===== src/design/prd_pkg.sv =====
/*
  Constants, field layouts and carrier structs for the parameter destination router.
  Assumes one 50 MHz system clock; everything here is shared by the router and its bench.
  // Function
  // - Accept pointers only from 0.00 to 21.51
  // - Missing destination: discard the output
  // - Protected destination: discard, leave unchanged
  // - Bit output writes exactly 0 or 1
  // - Non-bit to non-bit: pct times max over 100%
  // - Two reference destinations use maximum-reference scaling
  // - Non-bit to bit: 0 below half, else 1
  // - Duplicate destinations raise trip, blocked reset
  // - New routing takes effect only at drive reset
  // - Old destination zeroed, defaulted, or kept on card
  // - Speed references every 4 ms, else 250 us
  // - Analog fast speed needs all listed conditions
  // - Sliding window filter on analog input 1
  // - Fast mode scales with single multiplication
  // - Module hard speed writes copy to hard reference
  // - Encoder direct only with matching maximum, unity scale
  // - Encoder pulses dropped at reference limits
  // - Torque fast only from analog 2/3 voltage mode
*/
package prd_pkg;
  localparam int NCH = 4;
  // Register map (byte offsets)
  localparam logic [7:0] OFS_PTR_SHD = 8'h00;
  localparam logic [7:0] OFS_PTR_ACT = 8'h10;
  localparam logic [7:0] OFS_CFG = 8'h20;
  localparam logic [7:0] OFS_STAT = 8'h24;
  // Pointer layout {menu, parameter}, both binary
  localparam logic [7:0] PTR_MENU_MAX = 8'h15;
  localparam logic [7:0] PTR_PAR_MAX = 8'h63;
  localparam logic [7:0] PTR_LAST_PAR = 8'h33;
  localparam logic [15:0] PTR_NONE = 16'h0000;
  localparam logic [15:0] PTR_REF_A = 16'h0124;
  localparam logic [15:0] PTR_REF_B = 16'h0125;
  localparam logic [7:0] MENU_SLOT_LO = 8'h0F;
  localparam logic [7:0] MENU_SLOT_HI = 8'h11;
  // Menu that owns each destination selector
  localparam logic [7:0] CH_MENU [NCH] = '{8'h07, 8'h08, 8'h0F, 8'h11};
  // Scaling
  localparam logic [31:0] PCT_FULL = 32'h0000_2710;
  localparam logic [15:0] PCT_HALF = 16'h1388;
  localparam logic [15:0] ENC_UNITY = 16'h03E8;
  // Old-destination handling on a routing change
  localparam logic [1:0] KIND_ZERO = 2'h0;
  localparam logic [1:0] KIND_DFLT = 2'h1;
  localparam logic [1:0] KIND_CARD = 2'h2;
  // Config bit positions and reset value
  localparam int CFG_VOLT = 0;
  localparam int CFG_ZOFS = 1;
  localparam int CFG_BIPOL = 2;
  localparam int CFG_MIN0 = 3;
  localparam int CFG_SKIP0 = 4;
  localparam int CFG_JOGOFF = 5;
  localparam int CFG_FFOFF = 6;
  localparam int CFG_MODSRC = 7;
  localparam int CFG_AI1SEL = 8;
  localparam int CFG_TRQAI = 9;
  localparam int CFG_WIN_LSB = 12;
  localparam logic [15:0] CFG_RST = 16'h407F;
  // Timing
  localparam int CLK_MHZ = 50;
  localparam int FAST_PERIOD_US = 250;
  localparam int NORM_PERIOD_MS = 4;
  localparam int FAST_CYC_DEF = FAST_PERIOD_US * CLK_MHZ;
  localparam int NORM_DIV = NORM_PERIOD_MS * 1000 / FAST_PERIOD_US;
  localparam int HIST = 16;

  typedef struct packed {
    logic        is_bit;
    logic        bit_val;
    logic [15:0] pct;
  } prd_func_t;

  typedef struct packed {
    logic        exists;
    logic        prot;
    logic        is_bit;
    logic [15:0] max;
  } prd_attr_t;

  typedef struct packed {
    logic        valid;
    logic        dflt;
    logic [15:0] addr;
    logic [15:0] data;
  } prd_wr_t;
endpackage


===== src/design/prd_param_routing_conflict_trip_router.sv =====
/*
  Destination router: scales function outputs onto parameters, checks for
  duplicate destinations, and paces speed, hard speed and torque sampling.
  Assumes every input comes from logic on clk_sys_in and that the parameter
  database answers attr_in combinationally for attr_addr_out.
*/
// Decided for this implementation: the register offsets and strobed register access.
`timescale 1ns/10ps
module prd_param_routing_conflict_trip_router #(
  parameter int FAST_CYC = prd_pkg::FAST_CYC_DEF
) (
  input  wire logic                    clk_sys_in,
  input  wire logic                    rst_n_in,
  input  wire logic [7:0]              reg_addr_in,
  input  wire logic [15:0]             reg_wdata_in,
  input  wire logic                    reg_wr_in,
  input  wire logic                    reg_rd_in,
  output logic [15:0]                  reg_rdata_out,
  input  wire logic                    drive_reset_in,
  input  wire logic [1:0]              load_kind_in,
  input  wire prd_pkg::prd_func_t      func_in [prd_pkg::NCH],
  output logic [15:0]                  attr_addr_out,
  input  wire prd_pkg::prd_attr_t      attr_in,
  output prd_pkg::prd_wr_t             wr_out,
  input  wire logic [15:0]             ref_max_in,
  input  wire logic [15:0]             ai1_in,
  input  wire logic [15:0]             ai2_in,
  input  wire logic [15:0]             mod_speed_in,
  input  wire logic [15:0]             mod_hard_in,
  input  wire logic                    mod_hard_wr_in,
  input  wire logic [15:0]             enc_max_in,
  input  wire logic [15:0]             enc_scale_in,
  input  wire logic [15:0]             enc_delta_in,
  output logic [15:0]                  ai1_filt_out,
  output logic [15:0]                  speed_ref_out,
  output logic [15:0]                  hard_ref_out,
  output logic                         speed_smp_out,
  output logic                         hard_smp_out,
  output logic                         torque_smp_out,
  output logic                         routing_conflict_trip_out
);
  localparam int N = prd_pkg::NCH;
  typedef enum logic [0:0] {ST_LOOK = 1'b0, ST_EVAL = 1'b1} prd_state_t;

  logic [15:0]        shd_r [N];
  logic [15:0]        act_r [N];
  logic [15:0]        old_r [N];
  logic [N-1:0]       clr_pend_r;
  logic [N-1:0]       chk;
  logic [N-1:0]       ref_route;
  logic [N-1:0]       done;
  logic [1:0]         kind_r;
  logic [15:0]        cfg_r;
  prd_state_t         st_r;
  logic [1:0]         ch_r;
  logic               clr_sel_r;
  logic               conflict;
  logic [15:0]        tb_cnt_r;
  logic [3:0]         sub_r;
  logic [15:0]        hist_r [prd_pkg::HIST];
  logic [19:0]        win_sum;
  prd_pkg::prd_wr_t   wr_nxt;

  // Register decode
  wire       wr_shd   = reg_wr_in && reg_addr_in[7:4] == prd_pkg::OFS_PTR_SHD[7:4];
  wire       wr_cfg   = reg_wr_in && reg_addr_in == prd_pkg::OFS_CFG;
  wire [1:0] idx      = reg_addr_in[3:2];
  wire [7:0] w_menu   = reg_wdata_in[15:8];
  wire [7:0] w_par    = reg_wdata_in[7:0];
  wire       ptr_ok   = w_menu <= prd_pkg::PTR_MENU_MAX && w_par <= prd_pkg::PTR_PAR_MAX &&
                        (w_menu != prd_pkg::PTR_MENU_MAX || w_par <= prd_pkg::PTR_LAST_PAR);

  // Per-selector pointer storage; shadow moves to active only at drive reset
  for (genvar i = 0; i < N; i++) begin : g_ch
    wire set_clr = drive_reset_in && shd_r[i] != act_r[i] && act_r[i] != prd_pkg::PTR_NONE;
    assign chk[i] = act_r[i] != prd_pkg::PTR_NONE &&
                    !(prd_pkg::CH_MENU[i] >= prd_pkg::MENU_SLOT_LO &&
                      prd_pkg::CH_MENU[i] <= prd_pkg::MENU_SLOT_HI);
    assign ref_route[i] = act_r[i] == prd_pkg::PTR_REF_A || act_r[i] == prd_pkg::PTR_REF_B;
    assign done[i] = st_r == ST_EVAL && clr_sel_r && ch_r == 2'(i);
    always_ff @(posedge clk_sys_in or negedge rst_n_in) begin
      if (!rst_n_in) begin
        shd_r[i] <= prd_pkg::PTR_NONE;
        act_r[i] <= prd_pkg::PTR_NONE;
        old_r[i] <= prd_pkg::PTR_NONE;
        clr_pend_r[i] <= 1'b0;
      end else begin
        if (wr_shd && idx == 2'(i) && ptr_ok) begin
          shd_r[i] <= reg_wdata_in;
        end
        if (drive_reset_in) begin
          act_r[i] <= shd_r[i];
        end
        if (set_clr) begin
          old_r[i] <= act_r[i];
        end
        // A new change beats completion of the previous clear
        clr_pend_r[i] <= set_clr | (clr_pend_r[i] & ~done[i]);
      end
    end
  end

  // Pairwise duplicate check across active destinations of selectors outside menus 15 to 17
  always_comb begin
    conflict = 1'b0;
    for (int i = 0; i < N; i++) begin
      for (int j = i + 1; j < N; j++) begin
        if (chk[i] && chk[j] && act_r[i] == act_r[j]) begin
          conflict = 1'b1;
        end
      end
    end
  end

  // Trip: set wins, reset only clears it once the conflict is gone
  always_ff @(posedge clk_sys_in or negedge rst_n_in) begin
    if (!rst_n_in) begin
      routing_conflict_trip_out <= 1'b0;
    end else begin
      routing_conflict_trip_out <= conflict | (routing_conflict_trip_out & ~drive_reset_in);
    end
  end

  // Load kind and config register
  always_ff @(posedge clk_sys_in or negedge rst_n_in) begin
    if (!rst_n_in) begin
      kind_r <= prd_pkg::KIND_ZERO;
      cfg_r <= prd_pkg::CFG_RST;
    end else begin
      if (drive_reset_in) begin
        kind_r <= load_kind_in;
      end
      if (wr_cfg) begin
        cfg_r <= reg_wdata_in;
      end
    end
  end

  // Scaling of the selected function output
  prd_pkg::prd_func_t fn;
  assign fn = func_in[ch_r];
  wire        spec    = attr_addr_out == prd_pkg::PTR_REF_A || attr_addr_out == prd_pkg::PTR_REF_B;
  wire [15:0] sc_max  = spec ? ref_max_in : attr_in.max;
  wire [31:0] prod    = {16'h0000, fn.pct} * {16'h0000, sc_max};
  wire [31:0] quo     = prod / prd_pkg::PCT_FULL;
  wire        half    = fn.pct >= prd_pkg::PCT_HALF;
  wire [15:0] val     = fn.is_bit ? {15'h0000, fn.bit_val} :
                        (attr_in.is_bit && !spec) ? {15'h0000, half} : quo[15:0];
  wire        dst_ok  = attr_addr_out != prd_pkg::PTR_NONE && attr_in.exists && !attr_in.prot;
  wire        skip    = clr_sel_r && kind_r == prd_pkg::KIND_CARD;
  wire [15:0] tgt     = clr_pend_r[ch_r] ? old_r[ch_r] : act_r[ch_r];

  always_comb begin
    wr_nxt.valid = st_r == ST_EVAL && dst_ok && !skip;
    wr_nxt.dflt = clr_sel_r && kind_r == prd_pkg::KIND_DFLT;
    wr_nxt.addr = attr_addr_out;
    wr_nxt.data = clr_sel_r ? 16'h0000 : val;
  end

  // Two-cycle scan: look up attributes, then write
  always_ff @(posedge clk_sys_in or negedge rst_n_in) begin
    if (!rst_n_in) begin
      st_r <= ST_LOOK;
      ch_r <= 2'h0;
      clr_sel_r <= 1'b0;
      attr_addr_out <= prd_pkg::PTR_NONE;
      wr_out <= '0;
    end else begin
      wr_out <= wr_nxt;
      unique case (st_r)
        ST_LOOK: begin
          attr_addr_out <= tgt;
          clr_sel_r <= clr_pend_r[ch_r];
          st_r <= ST_EVAL;
        end
        ST_EVAL: begin
          ch_r <= ch_r + 2'h1;
          st_r <= ST_LOOK;
        end
      endcase
    end
  end

  // One counter yields both ticks, so 4 ms always lands on a 250 us edge
  wire fast_tick = tb_cnt_r == 16'(FAST_CYC - 1);
  wire norm_tick = fast_tick && sub_r == 4'(prd_pkg::NORM_DIV - 1);
  always_ff @(posedge clk_sys_in or negedge rst_n_in) begin
    if (!rst_n_in) begin
      tb_cnt_r <= 16'h0000;
      sub_r <= 4'h0;
    end else begin
      tb_cnt_r <= fast_tick ? 16'h0000 : tb_cnt_r + 16'h0001;
      sub_r <= fast_tick ? sub_r + 4'h1 : sub_r;
    end
  end

  // Fast-rate qualification
  wire [2:0] win      = cfg_r[prd_pkg::CFG_WIN_LSB +: 3];
  wire       vz       = cfg_r[prd_pkg::CFG_VOLT] && cfg_r[prd_pkg::CFG_ZOFS];
  wire       ana_ok   = |ref_route && vz && (cfg_r[prd_pkg::CFG_BIPOL] || cfg_r[prd_pkg::CFG_MIN0]) &&
                        cfg_r[prd_pkg::CFG_SKIP0] && cfg_r[prd_pkg::CFG_JOGOFF] &&
                        cfg_r[prd_pkg::CFG_FFOFF] && !(cfg_r[prd_pkg::CFG_AI1SEL] && win != 3'h0);
  wire       mod_src  = cfg_r[prd_pkg::CFG_MODSRC];
  wire       spd_fast = mod_src || ana_ok;
  wire       enc_dir  = enc_max_in == ref_max_in && enc_scale_in == prd_pkg::ENC_UNITY;
  wire       hrd_fast = mod_src || enc_dir || ana_ok;
  wire       trq_fast = cfg_r[prd_pkg::CFG_TRQAI] && vz;

  // Sample strobes
  always_ff @(posedge clk_sys_in or negedge rst_n_in) begin
    if (!rst_n_in) begin
      speed_smp_out <= 1'b0;
      hard_smp_out <= 1'b0;
      torque_smp_out <= 1'b0;
    end else begin
      speed_smp_out <= spd_fast ? fast_tick : norm_tick;
      hard_smp_out <= hrd_fast ? fast_tick : norm_tick;
      torque_smp_out <= trq_fast ? fast_tick : norm_tick;
    end
  end

  // Sliding window on analog input 1; window is 2^win fast ticks, capped at 16 entries
  always_comb begin
    win_sum = 20'h00000;
    for (int k = 0; k < prd_pkg::HIST; k++) begin
      if (k < (1 << win)) begin
        win_sum = win_sum + {4'h0, hist_r[k]};
      end
    end
  end

  for (genvar k = 0; k < prd_pkg::HIST; k++) begin : g_hist
    always_ff @(posedge clk_sys_in or negedge rst_n_in) begin
      if (!rst_n_in) begin
        hist_r[k] <= 16'h0000;
      end else if (fast_tick) begin
        hist_r[k] <= (k == 0) ? ai1_in : hist_r[(k == 0) ? 0 : k - 1];
      end
    end
  end

  // Speed reference: module value when selected, else one multiply when fast, two stages otherwise
  wire [15:0] ai_sel  = cfg_r[prd_pkg::CFG_AI1SEL] ? ai1_filt_out : ai2_in;
  wire [31:0] ai_fast = {16'h0000, ai_sel} * {16'h0000, ref_max_in};
  wire [31:0] ai_pct  = ({16'h0000, ai_sel} * prd_pkg::PCT_FULL) >> 16;
  wire [31:0] ai_two  = ({16'h0000, ai_pct[15:0]} * {16'h0000, ref_max_in}) / prd_pkg::PCT_FULL;
  wire [15:0] spd_nxt = mod_src ? mod_speed_in : (spd_fast ? ai_fast[31:16] : ai_two[15:0]);

  // Encoder slaving, clamped so pulses past a limit are lost
  wire signed [16:0] h_sum = $signed({hard_ref_out[15], hard_ref_out}) + $signed({enc_delta_in[15], enc_delta_in});
  wire signed [16:0] h_hi  = $signed({1'b0, ref_max_in});
  wire signed [16:0] h_lo  = cfg_r[prd_pkg::CFG_BIPOL] ? -h_hi : 17'sh00000;
  wire [16:0]        h_cl  = h_sum > h_hi ? h_hi : (h_sum < h_lo ? h_lo : h_sum);

  always_ff @(posedge clk_sys_in or negedge rst_n_in) begin
    if (!rst_n_in) begin
      ai1_filt_out <= 16'h0000;
      speed_ref_out <= 16'h0000;
      hard_ref_out <= 16'h0000;
    end else begin
      ai1_filt_out <= 16'(win_sum >> win);
      if (spd_fast ? fast_tick : norm_tick) begin
        speed_ref_out <= spd_nxt;
      end
      if (mod_hard_wr_in) begin
        hard_ref_out <= mod_hard_in;
      end else if (enc_dir && fast_tick) begin
        hard_ref_out <= h_cl[15:0];
      end
    end
  end

  // Read mux; data stands only in the cycle after the strobe
  wire [15:0] stat = {4'h0, clr_pend_r, 2'h0, enc_dir, trq_fast, hrd_fast, spd_fast,
                      conflict, routing_conflict_trip_out};
  wire [15:0] rd_mux = reg_addr_in[7:4] == prd_pkg::OFS_PTR_SHD[7:4] ? shd_r[idx] :
                       reg_addr_in[7:4] == prd_pkg::OFS_PTR_ACT[7:4] ? act_r[idx] :
                       reg_addr_in == prd_pkg::OFS_CFG ? cfg_r :
                       reg_addr_in == prd_pkg::OFS_STAT ? stat : 16'h0000;
  always_ff @(posedge clk_sys_in or negedge rst_n_in) begin
    if (!rst_n_in) begin
      reg_rdata_out <= 16'h0000;
    end else begin
      reg_rdata_out <= reg_rd_in ? rd_mux : 16'h0000;
    end
  end
endmodule


===== config.mk =====
export PLATFORM = sky130hd
export DESIGN_NAME = prd_param_routing_conflict_trip_router
export DESIGN_NICKNAME = d
export VERILOG_FILES = /design/src/design/prd_pkg.sv /design/src/design/prd_param_routing_conflict_trip_router.sv
export SDC_FILE = /design/constraint.sdc
export NUM_CORES = 2
export LEC_CHECK = 0
export BUFFER_PORTS_ARGS = -buffer_cell sky130_fd_sc_hd__buf_4
export CELL_PAD_IN_SITES_DETAIL_PLACEMENT = 1
export CELL_PAD_IN_SITES_GLOBAL_PLACEMENT = 2
export CORE_AREA = 8 8 541 436
export CTS_CLUSTER_DIAMETER = 40
export DETAILED_ROUTE_END_ITERATION = 8
export DIE_AREA = 0 0 549 444
export PLACE_DENSITY_LB_ADDON = 0.05
export SYNTH_ARGS = -nofsm -noshare
export SYNTH_HDL_FRONTEND = slang
export SYNTH_SLANG_ARGS = --single-unit

===== constraint.sdc =====
create_clock -name clk_sys_in -period 26.9 [get_ports clk_sys_in]
set_input_delay 5.38 -clock clk_sys_in [delete_from_list [all_inputs] [get_ports clk_sys_in]]
set_output_delay 5.38 -clock clk_sys_in [all_outputs]
set_load 0.05 [all_outputs]

=== Word-level counts from Yosys, hierarchy flattened ===
Cells that the tools add are included.
W data, S select, Z words.

* Flip-flop bits (word level): 612
* Bits of input ports: 251
* Output and inout port bits: 118

* Add/sub/neg operators: 20
* Multipliers: 4
* Div/mod/pow operators: 2
* $lt $le $gt $ge: 25
* Equality and inequality tests: 31
* Shift operators: 2
* Muxes and demuxes: 57
* Bitwise operators: 18
* Reductions and logical operators: 71

{| class="wikitable"
|+ Operator list
! operator !! number
|-
| $mux W16 || 26
|-
| $add A20 B16 Y20 || 15
|-
| $mux W20 || 15
|-
| $lt A5 B32 Y1 const A || 8
|-
| $eq A16 B9 Y1 const B || 10
|-
| $bmux W16 S2 || 4
|-
| $lt A4 B32 Y1 const A || 4
|-
| $reduce_bool A16 Y1 || 5
|-
| $div A32 B14 Y32 const B || 2
|-
| $lt A3 B32 Y1 const A || 2
|-
| $mul A16 B16 Y32 || 2
|-
| $ne A16 B16 Y1 || 4
|-
| $logic_and A1 B1 Y1 || 46
|-
| $bmux W18 S2 || 1
|-
| $mux W18 || 2
|-
| $eq A16 B16 Y1 || 2
|-
| $lt A1 B32 Y1 const A || 1
|-
| $lt A2 B32 Y1 const A || 1
|-
| $shl A1 B3 Y32 const A || 1
|-
| $mul A14 B16 Y30 || 1
|-
| $mul A16 B10 Y26 const B || 1
|-
| $shr A20 B3 Y16 || 1
|-
| $add A16 B16 Y17 || 1
|-
| $gt A17 B17 Y1 || 1
|-
| other kinds (35) || 74
|}

=== Depth between registers and ports, before layout ===
* Depth after elaboration: 34
* Mapped depth: 118
* Gate-level depth less buffers: 103

=== Worst setup path after synthesis ===
Ideal clock, no wire load.

* Path type: input-to-reg
* Start point: in ai2_in[6]
* End point: reg speed_ref_out[0]
* Setup time: 141 ps
* Arrival time: 31622 ps
* Data required time: 26759 ps
* Slack: -4863 ps
* Stages: 111
* Cell sequence: mux2_2 -> inv_1 -> fa_1 -> inv_1 -> ha_1 -> inv_1 -> fa_1 -> inv_1 -> ha_1 -> inv_1 -> fa_1 -> inv_1 -> ha_1 -> o21ai_0 -> nand2b_1 -> a21oi_1 -> nor2b_1 -> o21a_1 -> (+75 left out) -> or3_1 -> a31oi_2 -> or4_1 -> nand3_1 -> a311oi_1 -> o31a_1 -> buf_2 -> or2_1 -> maj3_1 -> maj3_1 -> xor2_1 -> o31ai_1 -> a21oi_1 -> o21ai_0 -> a21o_1 -> and3_1 -> o2111ai_1 -> a41oi_1

* Cells in the longest elaborated chain, start to end: 6

{| class="wikitable"
|+ RTL lines
! what !! line !! RTL
|-
| start, declared || prd_param_routing_conflict_trip_router.sv:27 || <nowiki>input wire logic [15:0] ai2_in,</nowiki>
|-
| $mux W16 * || prd_param_routing_conflict_trip_router.sv:243 || <nowiki>wire [15:0] ai_sel = cfg_r[prd_pkg::CFG_AI1SEL] ? ai1_filt_out : ai2_in;</nowiki>
|-
| $mul A16 B10 Y26 || prd_param_routing_conflict_trip_router.sv:245 || <nowiki>wire [31:0] ai_pct = ({16'h0000, ai_sel} * prd_pkg::PCT_FULL) >> 16;</nowiki>
|-
| $mul A14 B16 Y30 || prd_param_routing_conflict_trip_router.sv:246 || <nowiki>wire [31:0] ai_two = ({16'h0000, ai_pct[15:0]} * {16'h0000, ref_max_in}) / prd_pkg::PCT_FULL;</nowiki>
|-
| $div A32 B14 Y32 || prd_param_routing_conflict_trip_router.sv:246 ||
|-
| $mux W16 * (2 in series) || prd_param_routing_conflict_trip_router.sv:247 || <nowiki>wire [15:0] spd_nxt = mod_src ? mod_speed_in : (spd_fast ? ai_fast[31:16] : ai_two[15:0]);</nowiki>
|-
| end signal, assigned || prd_param_routing_conflict_trip_router.sv:263 || <nowiki>speed_ref_out <= spd_nxt;</nowiki>
|-
| end, declared || prd_param_routing_conflict_trip_router.sv:35 || <nowiki>output logic [15:0] speed_ref_out,</nowiki>
|}

Every way passes the cells marked *; elsewhere a longest branch is shown, timed or not.
A chain may end at the register's enable or synchronous reset.

=== Worst setup path after layout ===
* Start point: in ai2_in[4]
* End point: reg speed_ref_out[0]

The elaborated chain is that of the path after synthesis.

==> flow_summary_export.csv <==
group,metric,value,unit
final_layout,num-fill-cells,26600,
place,place_hpwl,246000,um
outcome,violations,"negative setup slack",
setup_path,crit_top_cell,"o21a_1",
logic_synthesis,synth.distinct_cells,138,
logic_synthesis,synthSimpleGateAreaFrac,0.176,
logic_synthesis,async_flop_share,1.00,
setup_path,worst-path-max-fanout,8,
logic_synthesis,synth_top_family_by_area,"adder cells",
grt,grt_use_total,0.248,
logic_synthesis,synthFlopType,"dfrtp_1",
logic_synthesis,seq_area_frac_synth,0.189,
grt,antenna_found_initial,21,
grt,grt_max_degree,136,
floorplanning,start_util,0.357,
setup_path,crit_slowest_cell,"fa_1",
timing,tns,-5750,ps
logic_synthesis,syn-num-nets,11100,
clock_network,cts_sinks,612,
logic_synthesis,muxShareOfSynthArea,0.0755,
grt,overflow,0,
timing,maxSlewHeadroom,0.0853,
logic_synthesis,synthTopCellsByArea,"dfrtp_1 (19%), fa_1 (15%), ha_1 (10%)",
routing,dr.pass1.iters,5,
setup_path,cp_top_family,"compound AO/OA/AOI/OAI gates",
logic_synthesis,yosysMostFrequentCell,"nand2_1",
setup_path,crit_required,27600,ps
routing,vias_per_cell,5.35,
logic_synthesis,synth_area_per_cell,8.44,um^2
logic_synthesis,synthTopCellsByCount,"nand2_1 (1524), inv_1 (880), ha_1 (662), dfrtp_1 (604), fa_1 (602)",
timing,setup_ws,-2510,ps
timing,fmax,34.0,MHz
clock_network,root_buffer,"clkbuf_16",
logic_synthesis,mappedNetlistArea,81200,um^2
routing,post_drt_wl_per_cell,21.8,um
logic_synthesis,synth_compound_area_frac,0.175,
logic_synthesis,synth_top_area_frac,0.186,
logic_synthesis,synth_top_cell_by_area,"dfrtp_1",
clock_network,clk_pin_slew,60,ps
final_layout,area_growth,29.8,%
outcome,status,"complete, but fails checks",
grt,grt_pass1_vias,82600,
place,port_buffers,368,
clock_network,htree_levels,4,
timing,fin_crit_sh,1.09,
routing,routed_wl,313000,um
final_layout,final_core_util,0.463,
timing,fin_crit,29410,ps
setup_path,crit_buf_inv,20,
timing,grt_setup_unrepaired,"yes",
clock_network,clk_path_buf_depth,4,
min_path,min_path_type,"reg2reg",
timing,fin_skew,110,ps
logic_synthesis,synth-xor-area-share,0.0684,
floorplanning,core,227000,um^2
logic_synthesis,synth_warnings,0,
floorplanning,rows,157,
routing,drc,0,
place,routabilityCongestion,0.885,
routing,vias,76600,
final_layout,seqCellArea,15300,um^2
floorplanning,die_height,444,um
final_layout,nets,12700,
logic_synthesis,ys_seq_elements,612,
setup_path,setup.worst_path.end_class,"flop",
place,dp_slack,-3990,ps
routing,final_antenna_net_count,0,
setup_path,cp-start-kind,"primary input",
timing,worst_slew_pin_slew,1360,ps
timing,setup_violations,3,
setup_path,crit_arrival,30110,ps
logic_synthesis,synth-adder-area-share,0.253,
final_layout,multi_input_area,63600,um^2
timing,finalHoldViolCount,0,
clock_network,cts_tree,"yes",
logic_synthesis,synth_cells,9623,
timing,fin_hold_ws,424,ps
floorplanning,die_area,244000,um^2
final_layout,drive_above_1_share,0.265,
job,maxCapViolCount,0,
setup_path,max_stage_delay,560,ps
routing,drt-initial-drc-count,3750,
floorplanning,die_w,549,um
logic_synthesis,synth_edf_count,0,
clock_network,numCtsBuffers,142,
grt,grt_pass1_wl,485000,um
setup_path,crit_type,"in2reg",
timing,slew_violations,0,
floorplanning,io_pins,369,
clock_network,cts_hold_buf,0,
clock_network,insertion_delay,830,ps
[cell type report]
cell class | instances | share of cell area
clock inverter | 63 | 0.00756
inverter | 896 | 0.0321
antenna | 9 | 0.000214
sequential | 612 | 0.145
multi-input combinational | 7651 | 0.603
clock buffer | 180 | 0.0376
tap | 3021 | 0.0359
timing repair buffer | 1890 | 0.138
[cell usage in the layout, fill, tap and decap left out, types with 50 or more instances in the layout]
cell       synthesis  final
fa_1             602    600
mux2_2           250    243
nand4_1           56     56
a21oi_1          491    450
inv_1            880    868
a31oi_1           69     55
a21o_1           370    361
nor2_1           598    577
mux2i_1          200    184
o21bai_1         130    127
clkbuf_16          0    146
buf_4             23   1842
nor2b_1          117    117
nor4_1            66     52
nand2_1         1524   1512
nand3_1          132    122
ha_1             662    654
nand2b_1          96     94
xor2_1           247    235
o21ai_0          352    323
mux4_2            56     56
and2_1           127    119
o21a_1            71     67
xnor2_1          373    346
dfrtp_1          604    604
nor3_1           178    161
o211ai_1          55     55
o21ai_1           45     50
[worst reg2reg max path, delay by kind of cell (launching register included)]
family | cells | cell delay, ps
AO/OA/AOI/OAI | 42 | 8340
AND/OR/NAND/NOR | 26 | 6850
adder cells (fa/ha/maj) | 15 | 6130
buffers and inverters | 19 | 2060
flip-flops | 1 | 880
XOR/XNOR | 5 | 780
multiplexers | 2 | 680
[stage by stage]
stage / std cells / area, um^2
after detailed placement: 13900 / 97400
after global placement: 13900 / 97400
after global routing: 14300 / 105000
after CTS: 14200 / 103000
final: 14300 / 105000
after floorplan: 9623 / 82200
[timing repair]
item	4_1_cts	5_1_grt
endpoints found under the setup margin	5	8
pin swaps	77	123
setup buffers	76	67
resized for setup	142	282
[logic make-up after synthesis]
kind of cell | Yosys count
adders and majority gates | 1282
and+or+nand+nor | 3146
DFF | 612
AOI/OAI and AO/OA | 2086
muxes | 510
xor gates and xnor gates | 627
buffers and inverters | 1360
[registers in the layout, indices dropped and copies added (netlist names), 2 cells and up]
signal         count
speed_ref_out     16
ch_r               2
kind_r             2
cfg_r             16
sub_r              4
reg_rdata_out     16
ai1_filt_out      16
hist_r           256
old_r             64
clr_pend_r         4
tb_cnt_r          16
wr_out            34
attr_addr_out     16
hard_ref_out      16
shd_r             64
act_r             64
[final timing paths]
check	from	slack [ps]	cells past startpoint	end
worst min register to register	attr_addr_out[10]	420	0	wr_out[26]
worst max register to register	cfg_r[8]	1110	109	speed_ref_out[0]
worst max-delay path	ai2_in[4]	-2510	110	speed_ref_out[0]
worst min-delay path	attr_addr_out[10]	420	0	wr_out[26]
min in group asynchronous	rst_n_in	4640	1	hist_r[13]
max in group asynchronous	rst_n_in	18270	5	attr_addr_out[4]
[layer usage]
metal | global-route usage | wire, um | share of wire
met1 | 0.355 | 150000 | 0.48
met2 | 0.404 | 143000 | 0.46
met3 | 0.0299 | 12800 | 0.041
met4 | 0.0538 | 6630 | 0.021
met5 | 0 | 13 | 0.000042
Power is not shown: default switching activity piles up to over one toggle a cycle in this logic, so the estimate is an artifact.
